[src/hdl/slo_map.vh]
// Register offsets, field positions, reset values and codes of the output page.
`ifndef SLO_MAP_VH
`define SLO_MAP_VH
// Printed offsets are not all multiples of four, so they are indexes.
`define SLO_IDX_LANE1_DEEMPH 8'h12
`define SLO_IDX_LANE0_DEEMPH 8'h13
`define SLO_IDX_LANE2_DEEMPH 8'h14
`define SLO_IDX_LANE3_DEEMPH 8'h15
`define SLO_IDX_PLL_FACTOR 8'h16
`define SLO_IDX_OVR_ROUTE 8'h1a
`define SLO_IDX_SWING_OVR 8'h1b
`define SLO_IDX_IRQ_STATUS 8'h20
`define SLO_IDX_IRQ_MASK 8'h21
// Field positions.
`define SLO_DEEMPH_MSB 7
`define SLO_DEEMPH_LSB 2
`define SLO_PLL_MSB 1
`define SLO_PLL_LSB 0
`define SLO_ROUTE_BIT 1
`define SLO_SWING_MSB 7
`define SLO_SWING_LSB 5
`define SLO_OVR_EN_BIT 3
// Writable masks; other bits hold no function and read as zero.
`define SLO_MASK_DEEMPH 8'hfc
`define SLO_MASK_PLL 8'h03
`define SLO_MASK_ROUTE 8'h02
`define SLO_MASK_SWING 8'he8
`define SLO_MASK_IRQ 8'h07
// Reset values.
`define SLO_RST_REG 8'h00
// Serializer factor codes.
`define SLO_PLL_20X 2'b00
`define SLO_PLL_40X 2'b10
// Interrupt status bit positions.
`define SLO_IRQ_BAD_DEEMPH 0
`define SLO_IRQ_BAD_PLL 1
`define SLO_IRQ_OVR_RISE 2
// AXI response codes.
`define SLO_RESP_OKAY 2'b00
`define SLO_RESP_SLVERR 2'b10
`endif

[src/hdl/slo_output_page.v]
// Serial link output configuration page with an AXI4-Lite register slave.
`timescale 1ns/1ns
`include "slo_map.vh"
// Overview of operation
// - De-emphasis fields store any code; non-thermometer codes raise an interrupt.
// - Separate de-emphasis field per lane, fixed offsets.
// - PLL code 00 is 20X, 10 is 40X.
// - Route bit puts overrange flag on powerdown pin.
// - Override also needs the enable bit set.
// - Three-bit swing code common to all lanes.
module slo_output_page (
   input wire clk_i,
   input wire rst_n_i,
   input wire [7:0] s_axi_awaddr,
   input wire s_axi_awvalid,
   output reg s_axi_awready,
   input wire [31:0] s_axi_wdata,
   input wire [3:0] s_axi_wstrb,
   input wire s_axi_wvalid,
   output reg s_axi_wready,
   output reg [1:0] s_axi_bresp,
   output reg s_axi_bvalid,
   input wire s_axi_bready,
   input wire [7:0] s_axi_araddr,
   input wire s_axi_arvalid,
   output reg s_axi_arready,
   output reg [31:0] s_axi_rdata,
   output reg [1:0] s_axi_rresp,
   output reg s_axi_rvalid,
   input wire s_axi_rready,
   input wire fast_overrange_flag_i,
   input wire powerdown_pin_in_i,
   output reg powerdown_pin_o,
   output reg powerdown_pin_oe_n_o,
   output reg [23:0] lane_deemphasis_select_o,
   output reg [1:0] serializer_pll_factor_o,
   output reg serializer_20x_four_lane_o,
   output reg [2:0] output_swing_select_o,
   output reg irq_o
);

   // Register words, in stored form.
   reg [7:0] lane1_deemphasis;
   reg [7:0] lane0_deemphasis;
   reg [7:0] lane2_deemphasis;
   reg [7:0] lane3_deemphasis;
   reg [7:0] serializer_pll_factor_ctrl;
   reg [7:0] overrange_pin_route;
   reg [7:0] swing_and_override_enable;
   reg [7:0] irq_status;
   reg [7:0] irq_mask;
   // Captured write address and data.
   reg [7:0] wr_addr;
   reg wr_addr_full;
   reg [31:0] wr_data;
   reg [3:0] wr_strb;
   reg wr_data_full;
   // Pin synchronisers, two stages each.
   reg ovr_meta;
   reg ovr_sync;
   reg pdn_meta;
   reg pdn_sync;
   reg ovr_prev;
   // Combinational helpers.
   wire wr_fire;
   wire rd_fire;
   wire [7:0] wr_idx;
   wire [7:0] rd_idx;
   wire [7:0] wbyte;
   wire route_on;
   reg [7:0] next_rdata;
   reg next_rd_ok;
   reg next_wr_ok;
   reg [7:0] next_irq_set;

   // True when a code is one of the seven thermometer codes.
   function is_thermo;
      input [5:0] code;
      begin
         is_thermo = ((code & (code + 6'h01)) == 6'h00);
      end
   endfunction

   // Converts a byte address to a word index.
   function [7:0] to_idx;
      input [7:0] addr;
      begin
         to_idx = {2'b00, addr[7:2]};
      end
   endfunction

   // A write fires once both address and data are held and no answer waits.
   assign wr_fire = wr_addr_full & wr_data_full & ~s_axi_bvalid;
   assign rd_fire = s_axi_arvalid & s_axi_arready;
   assign wr_idx = to_idx(wr_addr);
   assign rd_idx = to_idx(s_axi_araddr);
   // Only the low byte lane carries register data.
   assign wbyte = wr_strb[0] ? wr_data[7:0] : 8'h00;
   // The pin is taken over only with both bits set.
   assign route_on = overrange_pin_route[`SLO_ROUTE_BIT] &
      swing_and_override_enable[`SLO_OVR_EN_BIT];

   // Decodes whether the pending write hits a mapped register.
   always @* begin
      case (wr_idx)
         `SLO_IDX_LANE1_DEEMPH, `SLO_IDX_LANE0_DEEMPH,
         `SLO_IDX_LANE2_DEEMPH, `SLO_IDX_LANE3_DEEMPH,
         `SLO_IDX_PLL_FACTOR, `SLO_IDX_OVR_ROUTE,
         `SLO_IDX_SWING_OVR, `SLO_IDX_IRQ_STATUS,
         `SLO_IDX_IRQ_MASK: begin
            next_wr_ok = 1'b1;
         end
         default: begin
            next_wr_ok = 1'b0;
         end
      endcase
   end

   // Builds the read word; unused bits read as zero.
   always @* begin
      next_rd_ok = 1'b1;
      case (rd_idx)
         `SLO_IDX_LANE1_DEEMPH: begin
            next_rdata = lane1_deemphasis;
         end
         `SLO_IDX_LANE0_DEEMPH: begin
            next_rdata = lane0_deemphasis;
         end
         `SLO_IDX_LANE2_DEEMPH: begin
            next_rdata = lane2_deemphasis;
         end
         `SLO_IDX_LANE3_DEEMPH: begin
            next_rdata = lane3_deemphasis;
         end
         `SLO_IDX_PLL_FACTOR: begin
            next_rdata = serializer_pll_factor_ctrl;
         end
         `SLO_IDX_OVR_ROUTE: begin
            next_rdata = overrange_pin_route;
         end
         `SLO_IDX_SWING_OVR: begin
            next_rdata = swing_and_override_enable;
         end
         `SLO_IDX_IRQ_STATUS: begin
            next_rdata = irq_status;
         end
         `SLO_IDX_IRQ_MASK: begin
            next_rdata = irq_mask;
         end
         default: begin
            next_rdata = 8'h00;
            next_rd_ok = 1'b0;
         end
      endcase
   end

   // Collects this cycle's interrupt events.
   always @* begin
      next_irq_set = 8'h00;
      if (wr_fire & wbyte != 8'h00 & wr_idx >= `SLO_IDX_LANE1_DEEMPH &
         wr_idx <= `SLO_IDX_LANE3_DEEMPH) begin
         // A non-thermometer de-emphasis code was written.
         next_irq_set[`SLO_IRQ_BAD_DEEMPH] =
            ~is_thermo(wbyte[`SLO_DEEMPH_MSB:`SLO_DEEMPH_LSB]);
      end
      if (wr_fire & wr_idx == `SLO_IDX_PLL_FACTOR) begin
         // Codes 01 and 11 are unused and flagged.
         next_irq_set[`SLO_IRQ_BAD_PLL] = wbyte[`SLO_PLL_LSB];
      end
      // Rising overrange flag while it drives the pin.
      next_irq_set[`SLO_IRQ_OVR_RISE] = route_on & ovr_sync & ~ovr_prev;
   end

   // Synchronises the pin inputs.
   always @(posedge clk_i or negedge rst_n_i) begin
      if (!rst_n_i) begin
         ovr_meta <= 1'b0;
         ovr_sync <= 1'b0;
         pdn_meta <= 1'b0;
         pdn_sync <= 1'b0;
         ovr_prev <= 1'b0;
      end else begin
         ovr_meta <= fast_overrange_flag_i;
         ovr_sync <= ovr_meta;
         pdn_meta <= powerdown_pin_in_i;
         pdn_sync <= pdn_meta;
         ovr_prev <= ovr_sync;
      end
   end

   // Write channel: takes address and data in either order, then answers.
   always @(posedge clk_i or negedge rst_n_i) begin
      if (!rst_n_i) begin
         s_axi_awready <= 1'b0;
         s_axi_wready <= 1'b0;
         s_axi_bvalid <= 1'b0;
         s_axi_bresp <= `SLO_RESP_OKAY;
         wr_addr <= 8'h00;
         wr_addr_full <= 1'b0;
         wr_data <= 32'h0000_0000;
         wr_strb <= 4'h0;
         wr_data_full <= 1'b0;
      end else begin
         // Ready is offered only while the holding slot is empty.
         s_axi_awready <= ~wr_addr_full & ~(s_axi_awvalid & s_axi_awready);
         s_axi_wready <= ~wr_data_full & ~(s_axi_wvalid & s_axi_wready);
         if (s_axi_awvalid & s_axi_awready) begin
            wr_addr <= s_axi_awaddr;
            wr_addr_full <= 1'b1;
         end
         if (s_axi_wvalid & s_axi_wready) begin
            wr_data <= s_axi_wdata;
            wr_strb <= s_axi_wstrb;
            wr_data_full <= 1'b1;
         end
         if (wr_fire) begin
            // Unmapped addresses answer with a slave error.
            s_axi_bvalid <= 1'b1;
            s_axi_bresp <= next_wr_ok ? `SLO_RESP_OKAY : `SLO_RESP_SLVERR;
            wr_addr_full <= 1'b0;
            wr_data_full <= 1'b0;
         end else if (s_axi_bvalid & s_axi_bready) begin
            s_axi_bvalid <= 1'b0;
         end
      end
   end

   // Read channel: one read at a time, answered the cycle after it is taken.
   always @(posedge clk_i or negedge rst_n_i) begin
      if (!rst_n_i) begin
         s_axi_arready <= 1'b0;
         s_axi_rvalid <= 1'b0;
         s_axi_rdata <= 32'h0000_0000;
         s_axi_rresp <= `SLO_RESP_OKAY;
      end else begin
         s_axi_arready <= ~s_axi_rvalid & ~rd_fire;
         if (rd_fire) begin
            s_axi_rvalid <= 1'b1;
            s_axi_rdata <= {24'h00_0000, next_rdata};
            s_axi_rresp <= next_rd_ok ? `SLO_RESP_OKAY : `SLO_RESP_SLVERR;
         end else if (s_axi_rvalid & s_axi_rready) begin
            s_axi_rvalid <= 1'b0;
         end
      end
   end

   // Configuration registers; unused positions are not stored.
   always @(posedge clk_i or negedge rst_n_i) begin
      if (!rst_n_i) begin
         lane1_deemphasis <= `SLO_RST_REG;
         lane0_deemphasis <= `SLO_RST_REG;
         lane2_deemphasis <= `SLO_RST_REG;
         lane3_deemphasis <= `SLO_RST_REG;
         serializer_pll_factor_ctrl <= `SLO_RST_REG;
         overrange_pin_route <= `SLO_RST_REG;
         swing_and_override_enable <= `SLO_RST_REG;
         irq_mask <= `SLO_RST_REG;
      end else if (wr_fire) begin
         case (wr_idx)
            `SLO_IDX_LANE1_DEEMPH: begin
               lane1_deemphasis <= wbyte & `SLO_MASK_DEEMPH;
            end
            `SLO_IDX_LANE0_DEEMPH: begin
               lane0_deemphasis <= wbyte & `SLO_MASK_DEEMPH;
            end
            `SLO_IDX_LANE2_DEEMPH: begin
               lane2_deemphasis <= wbyte & `SLO_MASK_DEEMPH;
            end
            `SLO_IDX_LANE3_DEEMPH: begin
               lane3_deemphasis <= wbyte & `SLO_MASK_DEEMPH;
            end
            `SLO_IDX_PLL_FACTOR: begin
               serializer_pll_factor_ctrl <= wbyte & `SLO_MASK_PLL;
            end
            `SLO_IDX_OVR_ROUTE: begin
               overrange_pin_route <= wbyte & `SLO_MASK_ROUTE;
            end
            `SLO_IDX_SWING_OVR: begin
               swing_and_override_enable <= wbyte & `SLO_MASK_SWING;
            end
            `SLO_IDX_IRQ_MASK: begin
               irq_mask <= wbyte & `SLO_MASK_IRQ;
            end
            default: begin
               // Status and unmapped writes store nothing.
            end
         endcase
      end
   end

   // Sticky status: a read clears it, but a new event in that cycle wins.
   always @(posedge clk_i or negedge rst_n_i) begin
      if (!rst_n_i) begin
         irq_status <= `SLO_RST_REG;
         irq_o <= 1'b0;
      end else begin
         if (rd_fire & rd_idx == `SLO_IDX_IRQ_STATUS) begin
            irq_status <= next_irq_set;
         end else begin
            irq_status <= irq_status | next_irq_set;
         end
         irq_o <= |(irq_status & irq_mask);
      end
   end

   // Drives the lane, swing, factor and pin outputs from the registers.
   always @(posedge clk_i or negedge rst_n_i) begin
      if (!rst_n_i) begin
         lane_deemphasis_select_o <= 24'h00_0000;
         serializer_pll_factor_o <= `SLO_PLL_20X;
         serializer_20x_four_lane_o <= 1'b1;
         output_swing_select_o <= 3'h0;
         powerdown_pin_o <= 1'b0;
         powerdown_pin_oe_n_o <= 1'b1;
      end else begin
         // Lane order on the output: 3, 2, 1, 0 from the top.
         lane_deemphasis_select_o <= {
            lane3_deemphasis[`SLO_DEEMPH_MSB:`SLO_DEEMPH_LSB],
            lane2_deemphasis[`SLO_DEEMPH_MSB:`SLO_DEEMPH_LSB],
            lane1_deemphasis[`SLO_DEEMPH_MSB:`SLO_DEEMPH_LSB],
            lane0_deemphasis[`SLO_DEEMPH_MSB:`SLO_DEEMPH_LSB]};
         serializer_pll_factor_o <=
            serializer_pll_factor_ctrl[`SLO_PLL_MSB:`SLO_PLL_LSB];
         // Software keeps this in step with the link lane mode.
         serializer_20x_four_lane_o <=
            (serializer_pll_factor_ctrl[`SLO_PLL_MSB:`SLO_PLL_LSB] ==
            `SLO_PLL_20X);
         output_swing_select_o <=
            swing_and_override_enable[`SLO_SWING_MSB:`SLO_SWING_LSB];
         // When routed, the pin is driven with the flag; else it is an input.
         powerdown_pin_o <= route_on & ovr_sync;
         powerdown_pin_oe_n_o <= ~route_on;
      end
   end

   // The synchronised pin level is kept for future powerdown control.
   wire pdn_level_unused = pdn_sync;

endmodule // slo_output_page

[config.mk]
export PLATFORM = sky130hd
export DESIGN_NAME = slo_output_page
export DESIGN_NICKNAME = d
export VERILOG_FILES = /design/src/hdl/slo_output_page.v
export VERILOG_INCLUDE_DIRS = /design/src /design/src/hdl
export SDC_FILE = /design/constraint.sdc
export NUM_CORES = 1
export LEC_CHECK = 0
export BUFFER_PORTS_ARGS = -buffer_cell sky130_fd_sc_hd__buf_2
export CORE_AREA = 3 3 108 110
export DETAILED_ROUTE_END_ITERATION = 10
export DIE_AREA = 0 0 111 113
export PLACE_DENSITY = 0.61
export SYNTH_ARGS = -nofsm -noshare
export SYNTH_HDL_FRONTEND = slang
export SYNTH_SLANG_ARGS = --single-unit
[constraint.sdc]
create_clock -name clk_i -period 2.18 [get_ports clk_i]
set_input_delay 0.218 -clock clk_i [delete_from_list [all_inputs] [get_ports clk_i]]
set_output_delay 0.218 -clock clk_i [all_outputs]
set_load 0.02 [all_outputs]
==> flow_summary.yaml <==
die:
  core_um2: 10790
  floorplan.initialDensity_pct: 39.58
  ioPinCount: 135
  fp.dieW_um: 111
  die_area_um2: 12540
  rows: 38
  die_h_um: 113
synth:
  synth_edf_count: 0
  syn-instance-count: 319
  synth-seq-area-share_pct: 61.57
  synth_cell_type_count: 47
  yosys_warnings: 0
  yosys_most_used_dff: "dfrtp_1"
  synthesis.area_um2: 4272
  syn_avg_cell_area_um2: 13.39
  ys_ff_latch: 105
  ys_async_sr_fraction_pct: 100.0
global_routing:
  grt_max_degree: 77
  antenna_found_initial: 0
  track_usage_pct: 14.03
  grt_overflow_total: 0
  grt_pass1_vias: 2578
  grt_pass1_wl_um: 13800
status:
  outcome: "completed"
drt:
  wl_um: 8407
  drt_first_iter_violations: 74
  viasPerCell: 4.699
  drc_errors: 0
  firstDrtPassIters: 6
  avgRoutedWirePerCell_um: 15.34
  ant_nets: 0
  routed-via-count: 2575
cells_and_area:
  mostFrequentLayoutCell: "dfrtp_1"
  fillCellCount: 994
  area_growth_pct: 15.99
  final_layout_size_suffix_gt1_share_pct: 36.76
  antenna_cells: 0
  final_cell_mix: "103 x dfrtp_1, 75 x buf_2, 43 x mux2_2"
  final_cells: 548
  nets: 464
worst_setup_path:
  cpPeakStageDelay_ns: 0.43
  cp.arrival_ns: 2.07
  endpoint_kind: "flip-flop"
  cp_slowest_cell: "and3_1"
  worstPathMaxFanout: 6
  worst_ep_required_time_ns: 2.45
  crit_chain: "nand3b_4 -> nor3_4 -> and3_1 -> mux2_1"
  critPathKind: "reg -> reg"
  critPathLaunchType: "flip-flop"
timing:
  hold_viol: 0
  finalSetupTns_ns: 0
  fin_hold_ws_ns: 0.02679
  finalSetupViolations: 0
  period_needed_ns: 1.807
  period_share_pct: 82.88
  grt_setup_unrepaired: "false"
  fin_skew_ns: 0.01951
  fmax_mhz: 553.5
  fin_ws_ns: 0.3732
  slew_viol_final: 0
power_and_ir_drop:
  sw_frac_of_total_pct: 35.57
  power.switching_w: 0.002064
  p_int_w: 0.003739
  seq_power_share_pct: 52.0
  ir_worst_vdd_uv: 594.4
  p_leak_nw: 2.548
  power_frac_clock_pct: 20.4
  power_density_nw_per_um2: 1171
  comb_power_share_pct: 27.6
clocking:
  postCtsSetupBuffers: 0
  cts_buffer_depth: 2
  clkTransAtPathRegs_ns: 0.11
  numCtsBuffers: 9
  clock_sinks: 105
  insertion_delay_ns: 0.38
  htreeDepth: 3
  cts_resized: 0
  cts_tree: "built"
  cts_root_buffer: "clkbuf_8"
placed_design:
  io_buffer_count: 76
  gp_congestion: 0.7557
  place_ws_ns: 0.4001
  place.detailed.hpwl_um: 6326
  dp_cells: 528
worst_hold_path:
  hold_path_class: "in -> reg"
run:
  maxCapViolations: 0
## cell usage after synthesis (3+ instances only)
library cell | count | area, um^2
dfrtp_1 | 103 | 2577
mux2_2 | 43 | 484.2
buf_4 | 26 | 195.2
nand2_1 | 16 | 60.06
and2_1 | 11 | 68.82
nor2_1 | 11 | 41.29
nand3_1 | 9 | 45.04
o21ai_0 | 9 | 45.04
a21oi_1 | 6 | 30.03
a22o_1 | 6 | 52.55
inv_1 | 6 | 22.52
mux2_1 | 6 | 67.56
a221oi_1 | 5 | 43.79
and3_1 | 5 | 31.28
clkbuf_1 | 5 | 18.77
a22oi_1 | 4 | 30.03
nor2b_1 | 4 | 25.02
buf_2 | 3 | 15.01
mux2_4 | 3 | 45.04
mux2i_1 | 3 | 30.03
nor3b_1 | 3 | 22.52
## cell families (layout without fill, tap and decap cells)
logic type / count (synthesis) / count (layout) / share of synthesized area, %
compound gates: 39 / 39 / 6.415
xor+xnor: 1 / 1 / 0.2051
buf+inv: 41 / 105 / 6.151
flops: 105 / 105 / 61.57
mux: 55 / 55 / 14.67
other cells: 1 / 26 / 0.08779
simple gates: 77 / 77 / 10.90
## stage by stage
stage / power (W) / cell area (um^2) / utilization, %
after CTS: 0.005873 / 4945 / 45.82
after floorplan: 0.004126 / 4365 / -
after global routing: 0.006203 / 4955 / 45.91
after detailed placement: 0.004685 / 4718 / 43.72
final: 0.005803 / 4955 / 45.91
after global placement: 0.004622 / 4718 / 43.72
## repair_timing
action                                 4_1_cts  5_1_grt
endpoints found under the hold margin       29        1
hold buffers                                 3        1
setup endpoints to repair                    0        0
## path summary, 6_finish.rpt
kind                                          start                         endpoint  slack (ns)  cells after the start
max                        s_axi_bvalid$_DFFE_PN0P_  lane0_deemphasis[7]$_DFFE_PN0P_        0.37                      4
min                                    s_axi_wvalid           s_axi_wready$_DFF_PN0_        0.03                      2
max reg2reg                s_axi_bvalid$_DFFE_PN0P_  lane0_deemphasis[7]$_DFFE_PN0P_        0.37                      4
min reg2reg                      ovr_meta$_DFF_PN0_               ovr_sync$_DFF_PN0_        0.35                      0
max in group asynchronous                   rst_n_i  lane1_deemphasis[2]$_DFFE_PN0P_        1.18                      3
min in group asynchronous                   rst_n_i         wr_data_full$_DFFE_PN0P_        0.28                      2
## critical path: cells and delay by family (launching register included)
kind / cells / cell delay (ns)
AND/OR/NAND/NOR: 3 / 0.90
flip-flops: 1 / 0.42
multiplexers: 1 / 0.37
## layer usage
metal / vias to the layer above / GRT usage, % / routed length, um
li1: 1249 / - / -
met1: 1249 / 18.46 / 3803
met2: 69 / 21.84 / 4013
met3: 8 / 4.599 / 495
met4: 0 / 5.172 / 95
met5: - / 0 / 0
## flip-flops by register name, summed over array words and instances, names as in the netlist, 3 cells and up
register and cells:
lane_deemphasis_select_o 24, s_axi_rdata 8, wr_data 8, lane0_deemphasis 6, lane1_deemphasis 6, lane2_deemphasis 6, lane3_deemphasis 6, wr_addr 6
swing_and_override_enable 4, irq_mask 3, irq_status 3, output_swing_select_o 3
## final cells by class
| type | count | area, um^2 | area share [%] |
|---|---|---|---|
| clock buffer | 11 | 151.4 | 3.056 |
| clock inverter | 5 | 45.04 | 0.9091 |
| inverter | 6 | 22.52 | 0.4545 |
| multi-input combinational | 198 | 1473 | 29.72 |
| sequential | 105 | 2630 | 53.08 |
| tap | 140 | 175.2 | 3.535 |
| timing repair buffer | 83 | 457.9 | 9.242 |
## power groups by stage
stage | combinational (W) | clock (W) | sequential, W
final | 0.00160 | 0.00118 | 0.00302
after global routing | 0.00175 | 0.00133 | 0.00312
after CTS | 0.00162 | 0.00122 | 0.00302
after detailed placement | 0.00162 | 0 | 0.00307
after global placement | 0.00158 | 0 | 0.00304
after floorplan | 0.000925 | 0 | 0.00320
Power figures use the tool's default switching activity.
